--- src/lsr_pkg.sv ---
`default_nettype none
package lsr_pkg;
    localparam logic [6:0] LSR_BUS_ADDR = 7'h10;
    localparam logic [7:0] LSR_CMD_CONFIG = 8'h00;
    localparam logic [7:0] LSR_CMD_UPPER = 8'h01;
    localparam logic [7:0] LSR_CMD_LOWER = 8'h02;
    localparam logic [7:0] LSR_CMD_PSAVE = 8'h03;
    localparam logic [7:0] LSR_CMD_AMBIENT = 8'h04;
    localparam logic [7:0] LSR_CMD_WHITE = 8'h05;
    localparam logic [7:0] LSR_CMD_STATUS = 8'h06;
    localparam int LSR_CFG_SHUTDOWN_BIT = 0;
    localparam int LSR_CFG_IRQ_EN_BIT = 1;
    localparam int LSR_PS_EN_BIT = 0;
    localparam int LSR_PS_MODE_LO = 1;
    localparam int LSR_ST_LOW_BIT = 15;
    localparam int LSR_ST_HIGH_BIT = 14;
    localparam logic [15:0] LSR_CONFIG_RESET = 16'h0001;
    localparam logic [15:0] LSR_THRESH_RESET = 16'h0000;
    localparam logic [15:0] LSR_RESULT_RESET = 16'h0000;
    localparam logic [3:0] LSR_BITS_PER_BYTE = 4'h8;
    localparam logic [1:0] LSR_IDX_CMD = 2'h0;
    localparam logic [1:0] LSR_IDX_LSB = 2'h1;
    localparam logic [1:0] LSR_IDX_MSB = 2'h2;

    typedef struct packed {
        logic [1:0] mode;
        logic enable;
    } lsr_psave_t;

    typedef struct packed {
        logic valid;
        logic [15:0] ambient;
        logic [15:0] white;
    } lsr_sample_t;

    localparam lsr_psave_t LSR_PSAVE_RESET = '{mode: 2'h0, enable: 1'b0};

    typedef enum logic [5:0] {
        LSR_IDLE = 6'h01,
        LSR_ADDR = 6'h02,
        LSR_ACK = 6'h04,
        LSR_WRITE = 6'h08,
        LSR_READ = 6'h10,
        LSR_RACK = 6'h20
    } lsr_state_t;
endpackage : lsr_pkg
`default_nettype wire

--- src/lsr_regs.sv ---
`timescale 1ns/100ps
`default_nettype none
// Summary of operation
// - writable 16-bit upper threshold at command 01h
// - writable 16-bit lower threshold at command 02h
// - command 03h bits 2:1 select mode 1-4
// - command 03h bit 0 enables power saving
// - ambient result readable at command 04h
// - white result readable at command 05h
// - bits 15:8 high byte, 7:0 low byte
// - answer only bus address 10h, 20h/21h
// - results hold while shut down, stay readable
// - config bit0 shutdown, bit1 threshold interrupt enable
// - status bit15 below low, bit14 above high
module lsr_regs
    import lsr_pkg::*;
(
    input wire logic clk_in,
    input wire logic rst_n_in,
    input wire logic scl_in,
    input wire logic sda_in,
    output logic sda_out,
    output logic sda_oe_n_out,
    input wire lsr_sample_t sample_in,
    output logic [15:0] config_out,
    output logic shutdown_control_out,
    output logic threshold_irq_enable_out,
    output logic [15:0] upper_threshold_out,
    output logic [15:0] lower_threshold_out,
    output lsr_psave_t power_save_out,
    output logic [15:0] ambient_result_out,
    output logic [15:0] white_result_out,
    output logic below_low_flag_out,
    output logic above_high_flag_out
);
    logic [2:0] scl_sync;
    logic [2:0] sda_sync;
    logic scl_rise, scl_fall, bus_start, bus_stop;
    lsr_state_t state;
    logic [7:0] shreg;
    logic [3:0] bitcnt;
    logic [1:0] byte_idx;
    logic rw, master_ack, sda_drive;
    logic [7:0] cmd, wlsb;
    logic [15:0] rd_mux, rd_hold;
    logic wr_en, rd_load, rd_first, status_clear;
    logic [15:0] wr_word;

    // two-stage synchronisers, third stage only for edge detection
    always_ff @(posedge clk_in or negedge rst_n_in) begin
        if (!rst_n_in) begin
            scl_sync <= 3'h7;
            sda_sync <= 3'h7;
        end else begin
            scl_sync <= {scl_sync[1:0], scl_in};
            sda_sync <= {sda_sync[1:0], sda_in};
        end
    end

    assign scl_rise = scl_sync[1] && !scl_sync[2];
    assign scl_fall = !scl_sync[1] && scl_sync[2];
    assign bus_start = scl_sync[1] && scl_sync[2] && !sda_sync[1] && sda_sync[2];
    assign bus_stop = scl_sync[1] && scl_sync[2] && sda_sync[1] && !sda_sync[2];

    assign wr_word = {shreg, wlsb};
    assign wr_en = scl_fall && state == LSR_WRITE && bitcnt == LSR_BITS_PER_BYTE && byte_idx == LSR_IDX_MSB;
    assign rd_load = scl_fall && ((state == LSR_ACK && rw) || (state == LSR_RACK && master_ack));
    assign rd_first = state == LSR_ACK;
    assign status_clear = rd_load && rd_first && cmd == LSR_CMD_STATUS;

    always_comb begin
        unique case (cmd)
            LSR_CMD_CONFIG: rd_mux = config_out;
            LSR_CMD_UPPER: rd_mux = upper_threshold_out;
            LSR_CMD_LOWER: rd_mux = lower_threshold_out;
            LSR_CMD_PSAVE: rd_mux = {13'h0, power_save_out};
            LSR_CMD_AMBIENT: rd_mux = ambient_result_out;
            LSR_CMD_WHITE: rd_mux = white_result_out;
            LSR_CMD_STATUS: rd_mux = {below_low_flag_out, above_high_flag_out, 14'h0};
            default: rd_mux = 16'h0000;
        endcase
    end

    // bus protocol engine
    always_ff @(posedge clk_in or negedge rst_n_in) begin
        if (!rst_n_in) begin
            state <= LSR_IDLE;
            shreg <= 8'h00;
            bitcnt <= 4'h0;
            byte_idx <= LSR_IDX_CMD;
            rw <= 1'b0;
            master_ack <= 1'b0;
            sda_drive <= 1'b0;
            cmd <= 8'h00;
            wlsb <= 8'h00;
            rd_hold <= 16'h0000;
        end else if (bus_start) begin
            state <= LSR_ADDR;
            bitcnt <= 4'h0;
            byte_idx <= LSR_IDX_CMD;
            sda_drive <= 1'b0;
        end else if (bus_stop) begin
            state <= LSR_IDLE;
            sda_drive <= 1'b0;
        end else begin
            unique case (state)
                LSR_IDLE: sda_drive <= 1'b0;
                LSR_ADDR, LSR_WRITE: begin
                    if (scl_rise) begin
                        shreg <= {shreg[6:0], sda_sync[1]};
                        bitcnt <= bitcnt + 4'h1;
                    end else if (scl_fall && bitcnt == LSR_BITS_PER_BYTE) begin
                        if (state == LSR_ADDR) begin
                            if (shreg[7:1] == LSR_BUS_ADDR) begin
                                rw <= shreg[0];
                                sda_drive <= 1'b1;
                                state <= LSR_ACK;
                            end else begin
                                state <= LSR_IDLE;
                            end
                        end else begin
                            sda_drive <= 1'b1;
                            state <= LSR_ACK;
                            if (byte_idx == LSR_IDX_CMD) begin
                                cmd <= shreg;
                            end else if (byte_idx == LSR_IDX_LSB) begin
                                wlsb <= shreg;
                            end
                            byte_idx <= (byte_idx == LSR_IDX_MSB) ? LSR_IDX_LSB : byte_idx + 2'h1;
                        end
                    end
                end
                LSR_ACK: begin
                    if (scl_fall) begin
                        bitcnt <= 4'h0;
                        if (rw) begin
                            rd_hold <= rd_mux;
                            shreg <= rd_mux[7:0];
                            sda_drive <= !rd_mux[7];
                            state <= LSR_READ;
                        end else begin
                            sda_drive <= 1'b0;
                            state <= LSR_WRITE;
                        end
                    end
                end
                LSR_READ: begin
                    if (scl_rise) begin
                        bitcnt <= bitcnt + 4'h1;
                    end else if (scl_fall) begin
                        if (bitcnt == LSR_BITS_PER_BYTE) begin
                            sda_drive <= 1'b0;
                            state <= LSR_RACK;
                        end else begin
                            shreg <= {shreg[6:0], 1'b0};
                            sda_drive <= !shreg[6];
                        end
                    end
                end
                LSR_RACK: begin
                    if (scl_rise) begin
                        master_ack <= !sda_sync[1];
                    end else if (scl_fall) begin
                        bitcnt <= 4'h0;
                        if (master_ack) begin
                            // after the low byte the high byte; then the same held bytes again in turn
                            shreg <= rd_hold[15:8];
                            sda_drive <= !rd_hold[15];
                            rd_hold <= {rd_hold[7:0], rd_hold[15:8]};
                            state <= LSR_READ;
                        end else begin
                            state <= LSR_IDLE;
                        end
                    end
                end
            endcase
        end
    end

    assign sda_out = 1'b0;
    assign sda_oe_n_out = !sda_drive;

    // host-written registers
    always_ff @(posedge clk_in or negedge rst_n_in) begin
        if (!rst_n_in) begin
            config_out <= LSR_CONFIG_RESET;
            upper_threshold_out <= LSR_THRESH_RESET;
            lower_threshold_out <= LSR_THRESH_RESET;
            power_save_out <= LSR_PSAVE_RESET;
        end else if (wr_en) begin
            unique case (cmd)
                LSR_CMD_CONFIG: config_out <= wr_word;
                LSR_CMD_UPPER: upper_threshold_out <= wr_word;
                LSR_CMD_LOWER: lower_threshold_out <= wr_word;
                LSR_CMD_PSAVE: begin
                    // bits 15:3 carry no function and are dropped
                    power_save_out.mode <= wr_word[LSR_PS_MODE_LO +: 2];
                    power_save_out.enable <= wr_word[LSR_PS_EN_BIT];
                end
                default: ;
            endcase
        end
    end

    assign shutdown_control_out = config_out[LSR_CFG_SHUTDOWN_BIT];
    assign threshold_irq_enable_out = config_out[LSR_CFG_IRQ_EN_BIT];

    // results only refresh while powered on
    always_ff @(posedge clk_in or negedge rst_n_in) begin
        if (!rst_n_in) begin
            ambient_result_out <= LSR_RESULT_RESET;
            white_result_out <= LSR_RESULT_RESET;
        end else if (sample_in.valid && !shutdown_control_out) begin
            ambient_result_out <= sample_in.ambient;
            white_result_out <= sample_in.white;
        end
    end

    // threshold flags, set beats the read-clear
    always_ff @(posedge clk_in or negedge rst_n_in) begin
        if (!rst_n_in) begin
            below_low_flag_out <= 1'b0;
            above_high_flag_out <= 1'b0;
        end else begin
            if (sample_in.valid && !shutdown_control_out && threshold_irq_enable_out
                    && sample_in.ambient < lower_threshold_out) begin
                below_low_flag_out <= 1'b1;
            end else if (status_clear) begin
                below_low_flag_out <= 1'b0;
            end
            if (sample_in.valid && !shutdown_control_out && threshold_irq_enable_out
                    && sample_in.ambient > upper_threshold_out) begin
                above_high_flag_out <= 1'b1;
            end else if (status_clear) begin
                above_high_flag_out <= 1'b0;
            end
        end
    end
endmodule : lsr_regs
`default_nettype wire

--- config.mk ---
export PLATFORM = sky130hd
export DESIGN_NAME = lsr_regs
export DESIGN_NICKNAME = d
export VERILOG_FILES = /design/src/lsr_pkg.sv /design/src/lsr_regs.sv
export SDC_FILE = /design/constraint.sdc
export NUM_CORES = 1
export LEC_CHECK = 0
export ABC_CLOCK_PERIOD_IN_PS = 3700
export BUFFER_PORTS_ARGS = -buffer_cell sky130_fd_sc_hd__buf_2
export CORE_MARGIN = 10
export CORE_UTILIZATION = 32
export CTS_CLUSTER_DIAMETER = 200
export CTS_CLUSTER_SIZE = 28
export DETAILED_ROUTE_END_ITERATION = 12
export PLACE_DENSITY = 0.51
export SLEW_MARGIN = 20
export SYNTH_ARGS = -nofsm -noshare
export SYNTH_HDL_FRONTEND = slang
export SYNTH_SLANG_ARGS = --single-unit
--- constraint.sdc ---
create_clock -name clk_in -period 3.7 [get_ports clk_in]
set_input_delay 0.555 -clock clk_in [delete_from_list [all_inputs] [get_ports clk_in]]
set_output_delay 0.555 -clock clk_in [all_outputs]
set_load 0.005 [all_outputs]
[Yosys cells after proc, flatten, opt, wreduce, memory -nomap -nowiden]
Index checks and enable logic that the tools add are counted.
Cells by class
  add/subtract/negate cells: 2
  $lt $le $gt $ge: 2
  equality and inequality tests: 40
  multiplexer cells: 63
  bitwise gates (word level): 5
  reduce and logical (&&, ||, !) cells: 56
Operators by type and width (count)
  $pmux 16 s7: 1
  $mux 16: 5
  $mux 8: 9
  $mux 6: 11
  $ne 4x4->1 const B: 9
  $pmux 16 s2: 1
  $pmux 8 s4: 1
  $eq 8x3->1 const B: 3
  $pmux 6 s4: 1
  $ne 2x2->1 const B: 11
  $logic_and 1x1->1: 20
  $mux 4: 5
  $reduce_and 9->1: 2
  $mux 1: 17
  $eq 8x2->1 const B: 2
  $gt 16x16->1: 1
  $lt 16x16->1: 1
  $reduce_and 8->1: 2
  $mux 2: 7
  $reduce_and 7->1: 2
  $pmux 4 s3: 1
  $reduce_and 12->1: 1
  $mux 5: 2
  $reduce_bool 2->1: 5
  other kinds (31): 48
Storage, ports and cells
  bits in registers: 146
  bits of input ports: 37

[Longest topological paths before layout]
Gate-level depths: netlist (run 1).
  word-level depth: 8
  gate-level depth with buffers: 10
  mapped depth without buffers: 8

[Least setup slack after synthesis (run 1)]
No wires, ideal clock.
  kind: register to register
  from: register scl_sync[2]
  to: register config_out[10]
  library setup time: 125 ps
  arrival time: 2320 ps
  data required time: 3575 ps
  slack: 1255 ps
  cell stages (with the launch flop): 9
  path through: dfstp_2 buf_6 and2b_4 nand2_2 or3_1 buf_6 nor4_4 buf_6 mux2_2
Between the ends
  word-level cells in the longest chain between the ends: 5
RTL lines
  from (decl): RTL line lsr_regs.sv:36  | logic [2:0] scl_sync;
  from (signal assigned): RTL line lsr_regs.sv:55  | scl_sync <= {scl_sync[1:0], scl_in};
  $logic_and 1x1->1: RTL line lsr_regs.sv:61  | assign scl_fall = !scl_sync[1] && scl_sync[2];
  $logic_and 1x1->1 (3 in a row): RTL line lsr_regs.sv:66  | assign wr_en = scl_fall && state == LSR_WRITE && bitcnt == LSR_BITS_PER_BYTE && byte_idx == LSR_IDX_MSB;
  $reduce_and 2->1 (no source line)
  to (signal assigned): RTL line lsr_regs.sv:192  | LSR_CMD_CONFIG: config_out <= wr_word;
  to (decl): RTL line lsr_regs.sv:25  | output logic [15:0] config_out,
Every way passes these cells.
A chain may end at the register's enable or synchronous reset.

[Worst setup path after layout (run 1)]
  from: register cmd[0]
  to: register sda_drive
Between the ends
  word-level cells in the longest chain between the ends: 8
RTL lines
  from (decl): RTL line lsr_regs.sv:44  | logic [7:0] cmd, wlsb;
  from (signal assigned): RTL line lsr_regs.sv:125  | cmd <= shreg;
  $eq 8x3->1, or another cell as far along: RTL line lsr_regs.sv:72  | unique case (cmd)
  $pmux 16 s7 (*): RTL line lsr_regs.sv:72
  $logic_not 1->1 (*): RTL line lsr_regs.sv:139  | sda_drive <= !rd_mux[7];
  $mux 1 (*): RTL line lsr_regs.sv:136  | if (rw) begin
  $mux 1 (*): RTL line lsr_regs.sv:134  | if (scl_fall) begin
  $pmux 1 s5 (*): RTL line lsr_regs.sv:106  | unique case (state)
  $mux 1 (*): RTL line lsr_regs.sv:102  | end else if (bus_stop) begin
  $mux 1 (*): RTL line lsr_regs.sv:97  | end else if (bus_start) begin
  to (signal assigned): RTL line lsr_regs.sv:139
  to (signal assigned): RTL line lsr_regs.sv:156  | sda_drive <= !shreg[6];
  to (signal assigned): RTL line lsr_regs.sv:168  | sda_drive <= !rd_hold[15];
  to (decl): RTL line lsr_regs.sv:43  | logic rw, master_ack, sda_drive;
Mark *: on every way between the ends. The rest lies on a longest branch, timed or not. The select of a mux whose other input is x is not followed.

==> results of run 1 <==
-- metal layers --
layer / vias up / share of wire, % / track usage [%]
met5: - / 0 / 0
met4: 0 / 0.84 / 3.433
met3: 10 / 5.4 / 3.738
met2: 152 / 46 / 23.90
met1: 2905 / 48 / 21.43
li1: 2690 / - / -
-- where the power goes --
part | internal [mW] | switching, mW
clock network | 1.01 | 0.740
logic | 0.418 | 0.553
registers | 1.72 | 0.209
total | 3.14 | 1.50
-- state kept, by name, summed over array words and instances, names as in the netlist, 4 cells and up --
register	cells
white_result_out	16
lower_threshold_out	16
shreg	8
config_out	16
cmd	8
ambient_result_out	16
state	6
bitcnt	4
upper_threshold_out	16
wlsb	8
rd_hold	16
-- worst paths after layout --
check	slack [ps]	start	endpoint
worst max-delay path	770	cmd[0]	sda_drive
worst min-delay path	50	rst_n_in	bitcnt[1]
worst max register to register	770	cmd[0]	sda_drive
worst min register to register	360	sda_sync[0]	sda_sync[1]
max in group asynchronous	2820	rst_n_in	rd_hold[4]
min in group clk_in	220	sda_in	sda_sync[0]
-- final cells by class --
class | instances | area (um2)
clock buffers | 20 | 436.7
clock inverters | 12 | 147.6
fillers | 2394 | 14830
inverters | 42 | 157.7
multi-input cells | 446 | 3816
flip-flops and latches | 146 | 3665
well taps | 324 | 405.4
repair buffers | 135 | 721.9
-- stage by stage --
stage / power, mW / std cells / instance area, um2 / utilization, % / setup WS, ps
after floorplan: 2.556 / 669 / 7824 / - / 1255
after global placement: 2.934 / 1093 / 8766 / 36.26 / 750.6
after detailed placement: 2.921 / 1093 / 8766 / 36.26 / 752.7
after CTS: 4.690 / 1125 / 9350 / 38.67 / 714.5
after global routing: 4.887 / 1125 / 9350 / 38.67 / 438.1
final: 4.646 / 1125 / 9350 / 38.67 / 771.8
-- cells by family (layout without fill, tap and decap cells) --
group / after synthesis / count (layout)
AND/OR/NAND/NOR: 124 / 124
AO/OA/AOI/OAI: 137 / 137
other: 1 / 1
multiplexers: 147 / 147
flip-flops: 146 / 146
buffers and inverters: 77 / 209
adder cells (fa/ha/maj): 33 / 33
XOR/XNOR: 4 / 4
-- layout by cell type (no fill, tap or decap), types with 4 or more instances in the layout --
cell type and count:
dfrtp_1 137, buf_2 123, mux2_2 102, inv_1 42, nand2_1 35, o21ai_0 35
ha_1 33, mux2i_1 27, a21oi_1 23, nor2_1 19, clkbuf_16 17, a22oi_1 12
nand3_1 11, buf_4 10, nor2b_1 9, mux2_4 9, nor3_1 8, a2bb2oi_1 8
o21ai_1 8, dfstp_2 8, a31oi_1 7, o211ai_1 6, mux4_2 6, a21o_1 5
a211oi_1 5, inv_6 5, nand4_1 4, xor2_1 4, o22ai_1 4, o22a_1 4
==> results.md, run 1 <==
- Reg2Reg Depth: 7
- CP dominant cell by count: o21ai_0
- Setup Skew: 16.98 ps
- DIE HEIGHT: about 180 um
- Post-synthesis xor/xnor area fraction: 0.4478%
- Die width: 176.4 um
- Top FF cell, synth: dfrtp_1
- Drt drc: 0
- WL final: 23,870 um
- Synth top area share: 44.14%
- Diodes inserted: 0
- Crit end category: register
- Yosys Warn Count: 0
- Root Buffer: clkbuf_16
- Drt wl/cell: ~21 um
- Die ar.: between 30,000 and 40,000 um2
- Mapped Nets: 739
- Dpl hpwl: 17,450 um
- Buf/Inv on CP: 1
- TritonCTS clock tree: built
- Top delay family on crit path: compound AO/OA/AOI/OAI gates
- Global route overflow: 0
- Vias in the first global route: 5,971
- Pleak: approximately 4.4 nW
- Clock transition at the registers of the reported paths: roughly 60 ps
- Main combinational cell family by area after synthesis: multiplexers
- Most frequent cell after synthesis: dfrtp_1
- Area Overhead vs Synth: 19.51%
- Synth cell types: 72
- Cells after Synth: 669
- Antenna violations before repair: 0
- Slowest stage delay, CP: 710 ps
- Io pins: approximately 130
- Cell taking the most area after synthesis: dfrtp_1
- Adder-cell share of the synthesized area: around 5.3%
- Levels on crit path: 7
- CP Max Fanout: 17
- Mean post-synth cell area: ~12 um2
- CTS Buffer Depth: 2
- Simple-Gate Fraction of Synth Area: 9.563%
- Mux share of post-synthesis cell area: 22.02%
- PD cells: around 500 nW/um2
- Initial Util: between 30% and 40%
- Fin crit share: between 70 and 80%
- Setup bufs post-CTS: 0
- Fraction of layout cells with a size suffix above 1: 37.83%
- CTS H-Tree Depth: 4
- Worst hold path class: input pin to asynchronous set/reset pin
- Count of final setup violators: 0
- Worst-Skew Late Latency: ~430 ps
- Hold buffer count at CTS: 0
- Min Clock Period, post-route: a little under 3000 ps
- First-pass GRT wire length: 37,250 um
- Worst-Margin Slew: 1024 ps
- Max-cap violation count: 0
- Synth Register Bits: 146
- Post-synth ARST share: 100.0%
- Core Area: around 24,000 um2
- Highest Clock Rate: about 0.34 GHz
- Via/cell ratio: approximately 5.1
- Synthesized area: just under 8000 um2
- Max Slew Vio Count: 0
- Pin count of the biggest net entering global routing: 74
- IO buf count: 124
- Placer Congestion: about 0.84
- Layout Nets: approximately 860
- Drt pass-1 iters: 5
- IR drop worst, VDD: about 0.29 mV
- Unrepaired setup endpoints after global routing: false
- Sequential area share after synthesis: roughly 47%
- CTS resizes: 0
- Sink Count: 146
- Number of flops mapped to enable cells by yosys: 0
- Critical path cell sequence: buf_4 > mux2i_1 > o21ai_0 > o21ai_0 > o311a_1 > a2111oi_0 > o22ai_1
- DR vias: 5,757
- Synth area leaders: dfrtp_1 (44%), mux2_2 (15%), ha_1 (5.3%), mux2i_1 (3.5%), dfstp_2 (2.7%)
- Worst EP arrival: around 3200 ps
- WS Path Type: register to register
- Status: finished clean
- CTS Buf Count: 17
- CP max-delay cell: dfrtp_2
- Setup crit start kind: register
- Worst EP required: about 4000 ps
- Final hold slack: 49.32 ps
- Total Neg Setup Slack: 0 ps
- Compound-gate portion of the synthesized area: approximately 11%
- Post-route ant nets: 0
- Tot GR Track Use: 15.47%
- Iter 0 DRT Violations: 414
- Slew margin rel.: around a third
- Row cnt: 57
- Synth top cells by count: dfrtp_1 (138), mux2_2 (102), inv_1 (42)
- Hold Violations, Final: 0
No activity file was read; power rests on OpenSTA's default activity.
==> run 2: changes to the inputs <==
--- a/config.mk
+++ b/config.mk
@@ -5,7 +5,8 @@
 export SDC_FILE = /design/constraint.sdc
 export NUM_CORES = 1
 export LEC_CHECK = 0
-export ABC_CLOCK_PERIOD_IN_PS = 3700
+export ABC_AREA = 1
+export ABC_CLOCK_PERIOD_IN_PS = 2990
 export BUFFER_PORTS_ARGS = -buffer_cell sky130_fd_sc_hd__buf_2
 export CORE_MARGIN = 10
 export CORE_UTILIZATION = 32
==> constraint.sdc (replaced) <==
create_clock -name clk_in -period 2.99 [get_ports clk_in]
set_input_delay 0.4485 -clock clk_in [delete_from_list [all_inputs] [get_ports clk_in]]
set_output_delay 0.4485 -clock clk_in [all_outputs]
set_load 0.005 [all_outputs]
==> run 2 against run 1 <==
Synthesized cell count rose by 48%. Maximum frequency up 25%. Sequential power is 15% higher. Die area is 0.67% higher. Core utilization down 0.16 points. Combinational power up 2.6%. Non-clock buffer count shrank 3.
==> results.md, run 2 <==
- Mux share of post-synthesis cell area: 0% (was 22.02%)
- Status: finished clean (unchanged)
- Most frequent cell after synthesis: nand2_1 (was dfrtp_1)
- CTS Buf Count: 17 (unchanged)
- WS Path Type: register to register (unchanged)
- Synthesized area: 7883 um2 (was 7824 um2)
- Critical path cell sequence: inv_1 > ha_1 > nand3b_4 > nor2_2 > inv_2 > nor2_4 > nand3_2 > nand2_1 > o21ai_2 (was buf_4 > mux2i_1 > o21ai_0 > o21ai_0 > o311a_1 > a2111oi_0 > o22ai_1)
- Cell taking the most area after synthesis: dfrtp_1 (unchanged)
- WL final: 26,200 um (was 23,870 um)
- Unrepaired setup endpoints after global routing: false (unchanged)
- Most common cell after layout, fill and taps aside: nand2_1 (was dfrtp_1)
- Worst EP required: 3290 ps (was 3990 ps)
- Synth area leaders: dfrtp_1 (44%), nand2_1 (13%), ha_1 (5.2%), inv_1 (5.2%), o21ai_0 (4.9%) (was dfrtp_1 (44%), mux2_2 (15%), ha_1 (5.3%), mux2i_1 (3.5%), dfstp_2 (2.7%))
- Sequential area share after synthesis: 46.48% (was 46.83%)
- First-pass GRT wire length: 40,880 um (was 37,250 um)
- Adder-cell share of the synthesized area: 5.238% (was 5.277%)
- Area Overhead vs Synth: 18.48% (was 19.51%)
- Compound-gate portion of the synthesized area: 13.02% (was 11.32%)
- Diodes inserted: 0 (unchanged)
- Antenna violations before repair: 0 (unchanged)
- Sink Count: 146 (unchanged)
- Placed Area: 8726 um2 (was 8766 um2)
- CP Max Fanout: 32 (was 17)
- Top delay family on crit path: simple AND/OR/NAND/NOR gates (was compound AO/OA/AOI/OAI gates)
- Synth cell types: 42 (was 72)
- Row cnt: 57 (unchanged)
- Worst EP arrival: 2630 ps (was 3210 ps)
- Crit end category: register (unchanged)
- Root Buffer: clkbuf_16 (unchanged)
- Max-cap violation count: 0 (unchanged)
- Min Clock Period, post-route: 2334 ps (was 2928 ps)
- Slew margin rel.: 46.17% (was 31.58%)
- Count of final setup violators: 0 (unchanged)
- Synth top area share: 43.81% (was 44.14%)
- Iter 0 DRT Violations: 625 (was 414)
- Hold Violations, Final: 0 (unchanged)
- Worst setup path startpoint: bitcnt[0] (was cmd[0])
- FF-to-FF setup slack: 660 ps (was 770 ps)
- Fin crit share: 78.07% (was 79.14%)
- Slowest stage delay, CP: 570 ps (was 710 ps)
- Total Neg Setup Slack: 0 ps (unchanged)
- Fraction of layout cells with a size suffix above 1: 19.80% (was 37.83%)
- IR drop worst, VDD: 0.3255 mV (was 0.2873 mV)
- Post-synth ARST share: 100.0% (unchanged)
- Worst-Skew Late Latency: 430 ps (about the same)
- Buf/Inv on CP: 2 (was 1)
- Pleak: 4.620 nW (was 4.366 nW)
- PD cells: 581.2 nW/um2 (was 496.9 nW/um2)
- Max Slew Vio Count: 0 (unchanged)
- Drt wl/cell: 18.13 um (was 21.22 um)
- Initial Util: 32.51% (was 32.36%)
- TritonCTS clock tree: built (unchanged)
- CTS H-Tree Depth: 4 (unchanged)
- Placer Congestion: 0.8427 (was 0.8376)
- Yosys Warn Count: 0 (unchanged)
- Core Area: 24,250 um2 (was 24,180 um2)
- Io pins: 126 (unchanged)
- Drt drc: 0 (unchanged)
- Clock transition at the registers of the reported paths: 60 ps (about the same)
- Tot GR Track Use: 16.90% (was 15.47%)
- Most frequent cells in the layout: nand2_1 (282), dfrtp_1 (138), buf_2 (123) (was dfrtp_1 (137), buf_2 (123), mux2_2 (102))
- Die ar.: 31,310 um2 (was 31,100 um2)
- Post-synthesis xor/xnor area fraction: 0.2222% (was 0.4478%)
- Cells after Synth: 991 (was 669)
- Worst r2r src: bitcnt[0] (was cmd[0])
- DIE HEIGHT: 177.0 um (was 176.4 um)
- Mapped Nets: 1,061 (was 739)
- DR vias: 7,034 (was 5,757)
- Global route overflow: 0 (unchanged)
- Post-route ant nets: 0 (unchanged)
- Reg2reg end: config_out[5] (was sda_drive)
- Pin count of the biggest net entering global routing: 56 (was 74)
- Final hold slack: 113.0 ps (was 49.32 ps)
- Setup bufs post-CTS: 0 (unchanged)
- Worst hold path class: input pin to register (was input pin to asynchronous set/reset pin)
- Dpl hpwl: 20,130 um (was 17,450 um)
- Number of flops mapped to enable cells by yosys: 0 (unchanged)
- Layout Nets: 1,178 (was 858)
- CP max-delay cell: nand3_2 (was dfrtp_2)
- Worst-Margin Slew: 804.4 ps (was 1024 ps)
- Levels on crit path: 9 (was 7)
- Synth Register Bits: 146 (unchanged)
- Fin area: 9339 um2 (was 9350 um2)
- Vias in the first global route: 6,740 (was 5,971)
- Mean post-synth cell area: 7.954 um2 (was 11.69 um2)
- Setup Skew: 7.112 ps (was 16.98 ps)
- IO buf count: 124 (unchanged)
- Top FF cell, synth: dfrtp_1 (unchanged)
- Main combinational cell family by area after synthesis: simple AND/OR/NAND/NOR gates (was multiplexers)
- Reg2Reg Depth: 9 (was 7)
- Drt pass-1 iters: 6 (was 5)
- Die width: 177.0 um (was 176.4 um)
- Simple-Gate Fraction of Synth Area: 26.05% (was 9.563%)
- Synth top cells by count: nand2_1 (282), dfrtp_1 (138), inv_1 (109) (was dfrtp_1 (138), mux2_2 (102), inv_1 (42))
- Via/cell ratio: 4.868 (was 5.117)
- Highest Clock Rate: 0.4284 GHz (was 0.3415 GHz)
- Setup crit start kind: register (unchanged)
- CTS Buffer Depth: 2 (unchanged)
- Crit path capture: config_out[5] (was sda_drive)
## run 2: stage by stage
step / worst slack (ps) / power [mW] / instances / util (%)
floorplan: 1298 / 2.855 / 991 / -
global placement: 746.3 / 3.233 / 1412 / 35.99
detailed placement: 661.3 / 3.241 / 1412 / 35.99
CTS: 647.0 / 5.472 / 1445 / 38.51
global route: 371.7 / 5.705 / 1445 / 38.51
finish: 655.7 / 5.428 / 1445 / 38.51
## run 2: layout make-up
| cell class | instances | area [um2] |
|---|---|---|
| clock buffer | 21 | 450.4 |
| clock inverter | 11 | 152.6 |
| fill | 2621 | 14910 |
| inverter | 119 | 451.7 |
| multi-input combinational | 692 | 3513 |
| sequential | 146 | 3664 |
| tap | 324 | 405.4 |
| timing repair buffer | 132 | 701.9 |
## run 2: cell families after synthesis
kind of cell,count (synthesis)
other,1
XOR/XNOR,2
AO/OA/AOI/OAI,183
adder cells (fa/ha/maj),33
AND/OR/NAND/NOR,473
flip-flops,146
buffers and inverters,153
## run 2: metal layers
layer  part of all wire (%)  wire length, um  vias to the layer above  track usage (%)
met4                    2.2              571                        0            5.709
met5                      0                0                        -                0
li1                       -                -                     3442                -
met3                    6.2             1614                       29            3.115
met2                     43            11190                      229            24.63
met1                     49            12820                     3334            24.45
## run 2: what timing repair did
action | CTS | global route
endpoints found under the hold margin | 2 | 0
gates resized for setup | 0 | 0
hold buffers | 1 | 0
endpoints found under the setup margin | 0 | 0
## run 2: worst min path at each step
| stage | from | endpoint | slack [ps] | cells past startpoint |
|---|---|---|---|---|
| after CTS | sda_in | sda_sync[0] | 100 | 1 |
| after global routing | sda_in | sda_sync[0] | 100 | 1 |
| final | sda_in | sda_sync[0] | 110 | 1 |
| after detailed placement | scl_sync[0] | scl_sync[1] | 350 | 0 |
| after floorplan | rst_n_in | above_high_flag_out | 150 | 0 |
| after global placement | scl_sync[0] | scl_sync[1] | 350 | 0 |
## run 2: report_power, final
group          switching, mW  internal [mW]  total [mW]  leakage [nW]
clock network          0.884           1.34        2.23         0.284
registers              0.105           2.10        2.21          1.93
logic                  0.707          0.289       0.996          2.40
total                   1.70           3.73        5.43          4.62
==> run 3: changes to the inputs <==
--- a/config.mk
+++ b/config.mk
@@ -6,14 +6,14 @@
 export NUM_CORES = 1
 export LEC_CHECK = 0
 export ABC_AREA = 1
-export ABC_CLOCK_PERIOD_IN_PS = 2990
+export ABC_CLOCK_PERIOD_IN_PS = 2060
 export BUFFER_PORTS_ARGS = -buffer_cell sky130_fd_sc_hd__buf_2
 export CORE_MARGIN = 10
 export CORE_UTILIZATION = 32
 export CTS_CLUSTER_DIAMETER = 200
 export CTS_CLUSTER_SIZE = 28
 export DETAILED_ROUTE_END_ITERATION = 12
-export PLACE_DENSITY = 0.51
+export PLACE_DENSITY = 0.53
 export SLEW_MARGIN = 20
 export SYNTH_ARGS = -nofsm -noshare
 export SYNTH_HDL_FRONTEND = slang
==> constraint.sdc (replaced) <==
create_clock -name clk_in -period 2.06 [get_ports clk_in]
set_input_delay 0.309 -clock clk_in [delete_from_list [all_inputs] [get_ports clk_in]]
set_output_delay 0.309 -clock clk_in [all_outputs]
set_load 0.005 [all_outputs]
==> run 3 against run 2 <==
Total power up 43%. Largest cell class unchanged. Non-clock buffer count up 22. Critical path type unchanged. First-iteration DRC count up 17%.
==> results.md, run 3 (synthesis gave the netlist of run 2 again) <==
- Status: finished clean (unchanged)
- Final hold slack: 59.74 ps (was 113.0 ps)
- WL final: 26,420 um (was 26,200 um)
- Pleak: 4.729 nW (was 4.620 nW)
- Drt wl/cell: 18.01 um (was 18.13 um)
- IR drop worst, VDD: 0.4235 mV (was 0.3255 mV)
- Routed wl met2: 11,490 um (was 11,190 um)
- Max-cap violation count: 0 (unchanged)
- Worst EP arrival: 2230 ps (was 2630 ps)
- Iter 0 DRT Violations: 729 (was 625)
- Io pins: 126 (unchanged)
- Max Slew Vio Count: 0 (unchanged)
- Worst EP required: 2440 ps (was 3290 ps)
- Reg2Reg Depth: 8 (was 9)
- Unrepaired setup endpoints after global routing: false (unchanged)
- Worst setup margin: 209.2 ps (was 655.7 ps)
- Worst hold path class: input pin to register (unchanged)
- Total Neg Setup Slack: 0 ps (unchanged)
- TritonCTS clock tree: built (unchanged)
- Most frequent cells in the layout: nand2_1 (282), dfrtp_1 (138), buf_2 (123) (unchanged)
- Area Overhead vs Synth: 20.94% (was 18.48%)
- Initial Util: 32.51% (unchanged)
- Net load switching power: 2.577 mW (was 1.697 mW)
- Placed Area: 8919 um2 (was 8726 um2)
- Highest Clock Rate: 0.5403 GHz (was 0.4284 GHz)
- Drt drc: 0 (unchanged)
- Layout Utilization: 39.31% (was 38.51%)
- P_int: 5.176 mW (was 3.731 mW)
- Final std cells w/o fill: 1,467 (was 1,445)
- DR vias: 7,019 (was 7,034)
- PD cells: 813.3 nW/um2 (was 581.2 nW/um2)
- Min Clock Period, post-route: 1851 ps (was 2334 ps)
- Core Area: 24,250 um2 (unchanged)
- Clock share of power: 38.9% (was 41.0%)
- Sequential power share: 41.6% (was 40.6%)
- Sink Count: 146 (unchanged)
- Pin count of the biggest net entering global routing: 63 (was 56)
- Setup crit start kind: register (unchanged)
- Placer Congestion: 0.8847 (was 0.8427)
- CTS Buffer Depth: 2 (unchanged)
- DP Cell Count: 1,431 (was 1,412)
- Most common cell after layout, fill and taps aside: nand2_1 (unchanged)
- Tot GR Track Use: 17.02% (was 16.90%)
- Fraction of layout cells with a size suffix above 1: 21.61% (was 19.80%)
- Worst hold path stage count: 3 (was 1)
- Die width: 177.0 um (unchanged)
- WS Path Type: register to register (unchanged)
- Drt pass-1 iters: 6 (unchanged)
- IO buf count: 124 (unchanged)
- Fin area: 9533 um2 (was 9339 um2)
- Global route overflow: 0 (unchanged)
- Combinational power share: 19.5% (was 18.4%)
- Diodes inserted: 0 (unchanged)
- Layout Nets: 1,200 (was 1,178)
- Highest Signal Layer: met4 (unchanged)
- Worst-Skew Late Latency: 440 ps (was 430 ps)
- DIE HEIGHT: 177.0 um (unchanged)
- Tot Pwr: 7.753 mW (was 5.428 mW)
- Hold Violations, Final: 0 (unchanged)
- CP Max Fanout: 8 (was 32)
- Crit end category: register (unchanged)
- Dpl ws: 171.5 ps (was 661.3 ps)
- Row cnt: 57 (unchanged)
- Vias in the first global route: 6,786 (was 6,740)
- Setup Skew: 7.950 ps (was 7.112 ps)
- DR WL met3: 1694 um (was 1614 um)
- Fin crit share: 89.85% (was 78.07%)
- First-pass GRT wire length: 41,100 um (was 40,880 um)
- Count of final setup violators: 0 (unchanged)
- Die ar.: 31,310 um2 (unchanged)
- Clock transition at the registers of the reported paths: 70 ps (was 60 ps)
- CTS Buf Count: 17 (unchanged)
- Dpl hpwl: 20,570 um (was 20,130 um)
- Antenna violations before repair: 0 (unchanged)
- Post-route ant nets: 0 (unchanged)
- Switching Share: 33.24% (was 31.26%)
- CTS H-Tree Depth: 4 (unchanged)
- Via/cell ratio: 4.785 (was 4.868)
- Root Buffer: clkbuf_16 (unchanged)
- M1 wire length: 12,920 um (was 12,820 um)
==> run 3: changes by cell type in the layout (fill, tap and decap cells not counted), sizes merged <==
| cell | previous run | this run |
|---|---|---|
| buf | 131 | 151 |
| bufinv | 3 | 0 |
| clkbuf | 21 | 19 |
| clkinv | 5 | 3 |
| clkinvlp | 3 | 4 |
| dlygate4sd3 | 1 | 3 |
| inv | 119 | 125 |
==> run 3: path summary, 6_finish.rpt <==
check	startpoint	endpoint	slack, ps
setup / recovery	state[0]	shreg[5]	210
max in group asynchronous	rst_n_in	white_result_out[12]	1200
setup reg to reg	state[0]	shreg[5]	210
hold / removal	sample_in[5]	white_result_out[5]	60
hold reg to reg	scl_sync[0]	scl_sync[1]	360
min in group asynchronous	rst_n_in	upper_threshold_out[0]	260
==> run 3: repair_timing <==
| action | 4_1_cts | 5_1_grt |
|---|---|---|
| hold buffers | 3 | 0 |
| endpoints found under the setup margin | 0 | 15 |
| resized for setup | 0 | 3 |
| hold endpoints to repair | 52 | 0 |
| setup buffers | 0 | 1 |
==> run 3: layer usage <==
metal	GRT usage, %	vias to the layer above
li1	-	3488
met1	24.74	3299
met2	25.07	212
met3	3.414	20
met4	4.448	0
met5	0	-
==> run 3: cell type report <==
type / instances / area [um2]
fill: 2535 / 14720
sequential: 146 / 3664
inverter: 119 / 451.7
multi-input combinational: 692 / 3523
clock buffer: 19 / 452.9
clock inverter: 13 / 113.9
timing repair buffer: 154 / 922.1
tap: 324 / 405.4
==> run 3: worst max-delay path, stage by stage (launching register included) <==
cell and delay (ps):
dfstp_2 550, nor2_2 70, nand3_1 180, nand3_2 190, o21ai_1 430, inv_2 60, nand3_2 170, nand2_1 70
nand2_1 80
==> run 3: power by group through the flow <==
stage	Clock, mW	Sequential (mW)	Combinational, mW
final	3.01	3.23	1.51
after global routing	3.20	3.25	1.72
after CTS	3.06	3.22	1.50
after detailed placement	0	3.27	1.49
after global placement	0	3.27	1.48
after floorplan	0	3.21	0.930
